--- src/hdl/psrc_pkg.sv ---
// Constants and types shared by the power-state and reset controller
package psrc_pkg;

  // ************************************************************
  // Clocking and timing
  // ************************************************************
  localparam int MCLK_HZ       = 125_000_000;
  localparam int MCLK_MHZ      = MCLK_HZ / 1_000_000;
  // Least hold of the core reset after the last cause goes away
  localparam int RST_HOLD_NS   = 1000;
  localparam int RST_HOLD_CYC  = (RST_HOLD_NS * MCLK_MHZ + 999) / 1000;
  localparam int RST_CNT_W     = $clog2(RST_HOLD_CYC + 1);
  // Cycles spent waking the core once its clock runs again
  localparam int WAKE_CYC      = 16;
  localparam int WAKE_CNT_W    = $clog2(WAKE_CYC);

  // ************************************************************
  // Widths
  // ************************************************************
  localparam int SLEEP_TMR_W   = 32;
  localparam int WDT_W         = 16;
  localparam int WAKE_LINES    = 8;
  localparam int DIV_SEL_W     = 2;
  localparam int DIV_CNT_W     = 3;

  // ************************************************************
  // Reset cause field positions
  // ************************************************************
  localparam int NUM_CAUSES    = 4;
  localparam int CAUSE_PIN     = 0;
  localparam int CAUSE_POR     = 1;
  localparam int CAUSE_BOD     = 2;
  localparam int CAUSE_WDT     = 3;
  localparam logic [NUM_CAUSES-1:0] CAUSE_RST = 4'h0;

  // ************************************************************
  // Power states
  // ************************************************************
  typedef enum logic [2:0] {
    ST_ACTIVE,
    ST_RADIO,
    ST_IDLE,
    ST_SLEEP,
    ST_DEEP,
    ST_WAKE
  } psrc_state_t;

endpackage

--- src/hdl/psrc_lf_timer.sv ---
// Down counter advanced by low-frequency ticks, with load and expiry pulse
module psrc_lf_timer #(
  parameter int WIDTH = 16
) (
  // Clock and reset
  input  wire logic             mclk,
  input  wire logic             arst_n,
  // Control
  input  wire logic             run,
  input  wire logic             tick,
  input  wire logic             load,
  input  wire logic [WIDTH-1:0] load_val,
  // Status
  output logic      [WIDTH-1:0] count,
  output logic                  expire
);

  logic [WIDTH-1:0] next_count;
  logic             next_expire;

  // Load wins over counting so a clear never loses to a tick
  always_comb begin
    next_count  = count;
    next_expire = 1'b0;
    if (load) begin
      next_count = load_val;
    end else if (run && tick) begin
      if (count == {{(WIDTH-1){1'b0}}, 1'b1} || count == '0) begin
        next_expire = 1'b1;
        next_count  = load_val;
      end else begin
        next_count = count - {{(WIDTH-1){1'b0}}, 1'b1};
      end
    end
  end

  always_ff @(posedge mclk or negedge arst_n) begin
    if (!arst_n) begin
      count  <= '0;
      expire <= 1'b0;
    end else begin
      count  <= next_count;
      expire <= next_expire;
    end
  end

endmodule

--- src/hdl/psrc_top.sv ---
// Power-state sequencing and reset generation for the core and its clocks
module psrc_top
  import psrc_pkg::*;
#(
  parameter int SLEEP_W = SLEEP_TMR_W,
  parameter int WDOG_W  = WDT_W
) (
  // Clock and reset
  input  wire logic                  mclk,
  input  wire logic                  arst_n,
  // Reset sources
  input  wire logic                  ext_reset_pin_n,
  input  wire logic                  por_n,
  input  wire logic                  brownout,
  // Core handshake
  input  wire logic                  wait_for_interrupt_instr,
  input  wire logic                  deep_sleep_sel,
  input  wire logic                  idle_req,
  input  wire logic                  radio_req,
  output logic                       core_reset_n,
  output logic                       core_run,
  output logic                       core_clk_en,
  output logic                       wake_irq,
  output logic                       wake_by_timer,
  output logic [NUM_CAUSES-1:0]      rst_cause,
  output psrc_state_t                power_state,
  // Wake lines
  input  wire logic [WAKE_LINES-1:0] wake_port0_lines,
  input  wire logic [WAKE_LINES-1:0] wake_port1_lines,
  input  wire logic [WAKE_LINES-1:0] wake_port0_en,
  input  wire logic [WAKE_LINES-1:0] wake_port1_en,
  // Low-frequency clock
  input  wire logic                  lf_tick,
  input  wire logic                  lf_rc_sel,
  output logic                       lf_xtal_en,
  output logic                       lf_rc_en,
  // Sleep timer
  input  wire logic [SLEEP_W-1:0]    sleep_interval,
  output logic                       sleep_timer_en,
  // Watchdog
  input  wire logic                  wdt_enable,
  input  wire logic                  wdt_interval_mode,
  input  wire logic                  wdt_clear,
  input  wire logic [WDOG_W-1:0]     wdt_reload,
  output logic                       wdt_irq,
  // Supplies and high-frequency clock
  input  wire logic                  hf_xtal_is_16m,
  input  wire logic [DIV_SEL_W-1:0]  sys_clk_div_sel,
  output logic                       dig_reg_en,
  output logic                       hf_xtal_en,
  output logic                       hf_doubler_en,
  output logic                       sys_clk_div_tick
);

  // ************************************************************
  // Declarations
  // ************************************************************
  psrc_state_t             state;
  psrc_state_t             next_state;
  logic [RST_CNT_W-1:0]    rst_cnt;
  logic [RST_CNT_W-1:0]    next_rst_cnt;
  logic [WAKE_CNT_W-1:0]   wake_cnt;
  logic [WAKE_CNT_W-1:0]   next_wake_cnt;
  logic                    in_reset;
  logic                    next_in_reset;
  logic                    next_core_reset_n;
  logic [NUM_CAUSES-1:0]   next_rst_cause;
  logic                    next_wake_irq;
  logic                    next_wake_by_timer;
  logic                    next_lf_xtal_en;
  logic                    next_lf_rc_en;
  logic                    next_sleep_timer_en;
  logic                    next_wdt_irq;
  logic                    next_dig_reg_en;
  logic                    next_hf_xtal_en;
  logic                    next_hf_doubler_en;
  logic [DIV_CNT_W-1:0]    div_cnt;
  logic [DIV_CNT_W-1:0]    next_div_cnt;
  logic [DIV_CNT_W-1:0]    div_mask;
  logic [NUM_CAUSES-1:0]   cause_now;
  logic                    chip_rst_req;
  logic                    run_state;
  logic                    sleep_entry;
  logic                    ext_wake;
  logic                    lf_on;
  logic                    sleep_expire;
  logic                    wdt_expire;

  // ************************************************************
  // Reset causes
  // ************************************************************
  always_comb begin
    cause_now            = CAUSE_RST;
    cause_now[CAUSE_PIN] = !ext_reset_pin_n;
    cause_now[CAUSE_POR] = !por_n;
    cause_now[CAUSE_BOD] = brownout;
    cause_now[CAUSE_WDT] = wdt_expire && !wdt_interval_mode;
  end

  assign chip_rst_req = |cause_now;

  // ************************************************************
  // Wake sources and sleep entry
  // ************************************************************
  // Other port lines never reach this block, so they cannot wake
  assign ext_wake = |(wake_port0_lines & wake_port0_en) |
                    |(wake_port1_lines & wake_port1_en);

  assign run_state = (state == ST_ACTIVE) || (state == ST_RADIO) ||
                     (state == ST_IDLE);

  assign sleep_entry = run_state && core_reset_n && !chip_rst_req &&
                       wait_for_interrupt_instr;

  // ************************************************************
  // Power-state sequencer
  // ************************************************************
  always_comb begin
    next_state         = state;
    next_rst_cnt       = rst_cnt;
    next_wake_cnt      = wake_cnt;
    next_in_reset      = in_reset;
    next_core_reset_n  = core_reset_n;
    next_rst_cause     = rst_cause;
    next_wake_irq      = 1'b0;
    next_wake_by_timer = wake_by_timer;
    if (chip_rst_req) begin
      next_state        = ST_ACTIVE;
      next_rst_cnt      = RST_CNT_W'(RST_HOLD_CYC);
      next_core_reset_n = 1'b0;
      next_in_reset     = 1'b1;
      // Causes seen during one reset episode accumulate
      next_rst_cause    = in_reset ? (rst_cause | cause_now)
                                   : cause_now;
      next_wake_cnt     = '0;
    end else if (rst_cnt != '0) begin
      next_rst_cnt = rst_cnt - RST_CNT_W'(1);
    end else if (!core_reset_n) begin
      next_core_reset_n = 1'b1;
      next_in_reset     = 1'b0;
    end else begin
      case (state)
        ST_ACTIVE, ST_RADIO, ST_IDLE: begin
          if (wait_for_interrupt_instr) begin
            next_state = deep_sleep_sel ? ST_DEEP : ST_SLEEP;
          end else if (radio_req) begin
            next_state = ST_RADIO;
          end else if (idle_req) begin
            next_state = ST_IDLE;
          end else begin
            next_state = ST_ACTIVE;
          end
        end
        ST_SLEEP: begin
          if (ext_wake || sleep_expire) begin
            next_state         = ST_WAKE;
            next_wake_cnt      = WAKE_CNT_W'(WAKE_CYC - 1);
            next_wake_by_timer = !ext_wake;
          end
        end
        ST_DEEP: begin
          // Timer is unpowered here; only a wake line counts
          if (ext_wake) begin
            next_state         = ST_WAKE;
            next_wake_cnt      = WAKE_CNT_W'(WAKE_CYC - 1);
            next_wake_by_timer = 1'b0;
          end
        end
        ST_WAKE: begin
          if (wake_cnt == '0) begin
            next_state    = ST_ACTIVE;
            next_wake_irq = 1'b1;
          end else begin
            next_wake_cnt = wake_cnt - WAKE_CNT_W'(1);
          end
        end
        default: begin
          next_state = ST_ACTIVE;
        end
      endcase
    end
  end

  always_ff @(posedge mclk or negedge arst_n) begin
    if (!arst_n) begin
      state         <= ST_ACTIVE;
      rst_cnt       <= '0;
      wake_cnt      <= '0;
      in_reset      <= 1'b0;
      core_reset_n  <= 1'b0;
      rst_cause     <= CAUSE_RST;
      wake_irq      <= 1'b0;
      wake_by_timer <= 1'b0;
    end else begin
      state         <= next_state;
      rst_cnt       <= next_rst_cnt;
      wake_cnt      <= next_wake_cnt;
      in_reset      <= next_in_reset;
      core_reset_n  <= next_core_reset_n;
      rst_cause     <= next_rst_cause;
      wake_irq      <= next_wake_irq;
      wake_by_timer <= next_wake_by_timer;
    end
  end

  assign power_state = state;
  assign core_run    = core_reset_n && run_state;

  // Combinational so the clock stops in the very cycle of the request
  assign core_clk_en = (run_state && !sleep_entry) ||
                       (state == ST_WAKE);

  // ************************************************************
  // Supply and oscillator enables
  // ************************************************************
  assign lf_on = (state != ST_DEEP);

  always_comb begin
    next_dig_reg_en     = !((next_state == ST_SLEEP) ||
                            (next_state == ST_DEEP));
    next_sleep_timer_en = (next_state != ST_DEEP);
    next_lf_xtal_en     = (next_state != ST_DEEP) && !lf_rc_sel;
    next_lf_rc_en       = (next_state != ST_DEEP) && lf_rc_sel;
    next_hf_xtal_en     = next_dig_reg_en;
    next_hf_doubler_en  = hf_xtal_is_16m;
  end

  always_ff @(posedge mclk or negedge arst_n) begin
    if (!arst_n) begin
      dig_reg_en     <= 1'b1;
      sleep_timer_en <= 1'b1;
      lf_xtal_en     <= 1'b0;
      lf_rc_en       <= 1'b0;
      hf_xtal_en     <= 1'b1;
      hf_doubler_en  <= 1'b0;
    end else begin
      dig_reg_en     <= next_dig_reg_en;
      sleep_timer_en <= next_sleep_timer_en;
      lf_xtal_en     <= next_lf_xtal_en;
      lf_rc_en       <= next_lf_rc_en;
      hf_xtal_en     <= next_hf_xtal_en;
      hf_doubler_en  <= next_hf_doubler_en;
    end
  end

  // ************************************************************
  // System clock divider
  // ************************************************************
  always_comb begin
    div_mask     = DIV_CNT_W'((1 << sys_clk_div_sel) - 1);
    next_div_cnt = div_cnt + DIV_CNT_W'(1);
  end

  always_ff @(posedge mclk or negedge arst_n) begin
    if (!arst_n) begin
      div_cnt <= '0;
    end else begin
      div_cnt <= next_div_cnt;
    end
  end

  // Divide by 1, 2, 4 or 8 of the full-rate system clock
  assign sys_clk_div_tick = ((div_cnt & div_mask) == '0);

  // ************************************************************
  // Sleep timer and watchdog
  // ************************************************************
  // Interval is taken when the core asks for light sleep
  psrc_lf_timer #(
    .WIDTH    (SLEEP_W)
  ) u_sleep_timer (
    .mclk     (mclk),
    .arst_n   (arst_n),
    .run      (state == ST_SLEEP),
    .tick     (lf_tick),
    .load     (sleep_entry && !deep_sleep_sel),
    .load_val (sleep_interval),
    .count    (),
    .expire   (sleep_expire)
  );

  // Stops with the 32 kHz clock in deep sleep, so it cannot bite there
  psrc_lf_timer #(
    .WIDTH    (WDOG_W)
  ) u_watchdog_counter (
    .mclk     (mclk),
    .arst_n   (arst_n),
    .run      (wdt_enable && lf_on && core_reset_n),
    .tick     (lf_tick),
    .load     (wdt_clear || !core_reset_n),
    .load_val (wdt_reload),
    .count    (),
    .expire   (wdt_expire)
  );

  always_comb begin
    next_wdt_irq = wdt_expire && wdt_interval_mode;
  end

  always_ff @(posedge mclk or negedge arst_n) begin
    if (!arst_n) begin
      wdt_irq <= 1'b0;
    end else begin
      wdt_irq <= next_wdt_irq;
    end
  end

endmodule

--- config.mk ---
export PLATFORM = sky130hd
export DESIGN_NAME = psrc_top
export DESIGN_NICKNAME = d
export VERILOG_FILES = /design/src/hdl/psrc_pkg.sv /design/src/hdl/psrc_lf_timer.sv /design/src/hdl/psrc_top.sv
export SDC_FILE = /design/constraint.sdc
export NUM_CORES = 1
export LEC_CHECK = 0
export ABC_AREA = 1
export BUFFER_PORTS_ARGS = -buffer_cell sky130_fd_sc_hd__buf_2
export CAP_MARGIN = 20
export CORE_ASPECT_RATIO = 0.8
export CORE_MARGIN = 2
export CORE_UTILIZATION = 55
export CTS_BUF_LIST = sky130_fd_sc_hd__clkbuf_2 sky130_fd_sc_hd__clkbuf_4 sky130_fd_sc_hd__clkbuf_8
export DETAILED_ROUTE_END_ITERATION = 10
export PLACE_DENSITY = 0.8
export SLEW_MARGIN = 30
export SYNTH_ARGS = -nofsm -noshare
export SYNTH_HDL_FRONTEND = slang
export SYNTH_HIERARCHICAL = 1
export SYNTH_SLANG_ARGS = --single-unit
--- constraint.sdc ---
create_clock -name mclk -period 2.6 [get_ports mclk]
set_input_delay 0.52 -clock mclk [delete_from_list [all_inputs] [get_ports mclk]]
set_output_delay 0.52 -clock mclk [all_outputs]
set_load 0.05 [all_outputs]
==> reports/results.ini <==
[worst_setup_path]
end_kind = primary output
required_ns = 2.08
worst_ep_arrival_time_ns = 1.84
crit_start = power_state[1]
reg2regPathDepth = 12
cp_max_fo = 7
start_kind = flop
crit-reg2reg-launch = power_state[1]
crit_type = reg -> out

[global_routing]
gr-total-overflow = 0
antenna_found_initial = 1
first_global_vias = 5479
grt_start_max_net_pins = 46
grt_pass1_wl_um = 25000
track_usage_pct = 27.0

[status]
outcome = complete, no violations

[detailed_routing]
wirelength_um = 14100
dr_wl_met2_um = 6360
top_layer = met4
drt-pass1-iter-count = 5
wire_per_inst_um = 12.0
num_vias = 5814
post-route-drc-count = 0
wl_met1_um = 6680
vias_per_cell = 4.98
drtAntennaViolNets = 0
dr.first_iter.drc_count = 427
wl_met3_um = 849

[placed_design]
port_buffers = 116
hpwlAfterDp_um = 10800
place.gp.congestion = 0.944
pre_cts_ws_ns = 0.306

[yosys]
postSynthRegisterBits = 81
synth_top_flop_cell = dfrtp_1
synthTopCellsByCount = nand2_1, inv_1, nor2_1
synth_edf_count = 0
synth-seq-area-share_pct = 35.0
synth_area_leaders = dfrtp_1, nand2_1, inv_1
yosys.area.top_type_share_pct = 34.1
syn_area_per_cell_um2 = 6.45
yosys.cell_count.top_type = nand2_1
netlist_area_um2 = 5800
yosysWarnings = 6
synthesis.nets = 1005
syn-instance-count = 899
yosysTopAreaCell = dfrtp_1
yosysUniqueCellTypes = 44
async_flop_share_pct = 100

[timing]
drv_slew = 0
min_period_ns = 2.36
rsz0062_at_grt = false
maxSlewHeadroom_pct = 60.7
holdWs_ns = 0.131
fin_worst_skew_ns = 0.0163
fin_crit_sh_pct = 90.9
final_hold_viol_count = 0
setup_viol_count_final = 0
fin_tns_setup_ns = 0
fmax_mhz = 423
worst_pin_slew_ns = 0.590
layout_setup_ws_ns = 0.237

[die]
initial_core_util_pct = 56.7
row_count = 33
core_um2 = 10200
die_h_um = 95.9
die_area_um2 = 11400
die_width_um = 119
ios = 117

[power]
p_per_area_nw_per_um2 = 358
p_leak_nw = 3.77
p_sw_mw = 0.669
intPower_mw = 1.74
swShare_pct = 27.8
pwr-share-clk_pct = 35.7
pwr-share-comb_pct = 10.3
power_frac_seq_pct = 54.0
power_mw = 2.41
peakVddDrop_mv = 0.269

[cts]
cts_tree = done
clk_path_buf_depth = 2
clock_latency_ns = 0.37
ctsResizeCount = 0
cts_setup_buffers = 0
numCtsBuffers = 9
hold_buffers = 0
cts.sinks = 81
cts.clk_slew.worst_paths_ns = 0.09
htree_levels = 3
root_buffer = clkbuf_8

[cells_and_area]
area_growth_pct = 15.9
final_layout_size_suffix_gt1_share_pct = 18.7
nNetsFinal = 1127

[job]
drv_cap = 0

[hold_path]
hp-class = in -> async

[power groups by stage]
stage	sequential [mW]	combinational, mW	clock [mW]
after CTS	1.30	0.251	0.882
after detailed placement	1.32	0.250	0
final	1.30	0.248	0.858
after global routing	1.30	0.289	0.938
after global placement	1.32	0.246	0
after floorplan	1.33	0.111	0
[state kept, by name, indices dropped and copies added, names as in the netlist, 3 cells and up]
register / cells
div_cnt: 3
power_state: 3
rst_cause: 4
rst_cnt: 7
u_sleep_timer/count: 32
u_watchdog_counter/count: 16
wake_cnt: 4
[per-stage QoR]
stage | util, % | cells | instance area, um^2
final | 65.7 | 1168 | 6730
after global routing | 65.6 | 1166 | 6720
after CTS | 65.6 | 1166 | 6720
after detailed placement | 63.9 | 1150 | 6540
after global placement | 63.9 | 1150 | 6540
after floorplan | - | 899 | 5810
[final timing paths]
check	to	slack [ns]
setup / recovery	core_clk_en	0.24
hold / removal	rst_cnt[6]	0.13
setup reg to reg	u_sleep_timer/count[28]	0.26
hold reg to reg	div_cnt[0]	0.46
max in group asynchronous	u_watchdog_counter/count[11]	1.81
min in group mclk	hf_doubler_en	0.25
[area by class of cell]
cell class / instances / area (um^2)
clock inverter: 7 / 55.1
fill: 996 / 3510
sequential: 81 / 2030
timing repair buffer: 130 / 688
clock buffer: 9 / 124
tap: 140 / 175
multi-input combinational: 666 / 3140
inverter: 133 / 504
antenna: 2 / 5.00
[placed cells by master, fill, tap and decap left out, types with 4 or more instances in the layout]
cell type	n
nor2_4	9
xnor2_1	5
o21ai_1	9
clkbuf_8	9
buf_2	115
nor3_1	4
nand2_2	7
buf_4	15
inv_1	124
inv_2	4
o21bai_1	8
o21ai_0	23
dfrtp_1	78
a21oi_1	9
nand3_1	92
nand2_1	336
ha_1	9
xor2_1	10
nor2_1	98
nand4_1	11
nor2_2	10
[logic make-up after synthesis]
| family | count (synthesis) | share of synthesized area [%] |
|---|---|---|
| xor+xnor | 15 | 2.26 |
| compound gates | 57 | 5.69 |
| simple gates | 585 | 44.2 |
| buf+inv | 152 | 11.0 |
| flops | 81 | 35.0 |
| fa+ha+maj | 9 | 1.94 |
[critical path: stages, from the launching register on]
cell     delay, ns
dfrtp_2       0.49
a21oi_1       0.29
inv_1         0.15
nor2_4        0.10
nand3_1       0.10
nand2_1       0.07
nand2_1       0.06
buf_2         0.21
[metal layers]
| metal | GRT usage [%] | vias up |
|---|---|---|
| met3 | 5.51 | 19 |
| met1 | 36.1 | 2605 |
| met4 | 6.65 | 0 |
| met5 | 0 | - |
| li1 | - | 3025 |
| met2 | 45.5 | 165 |
(Power assumes the default switching activity.)
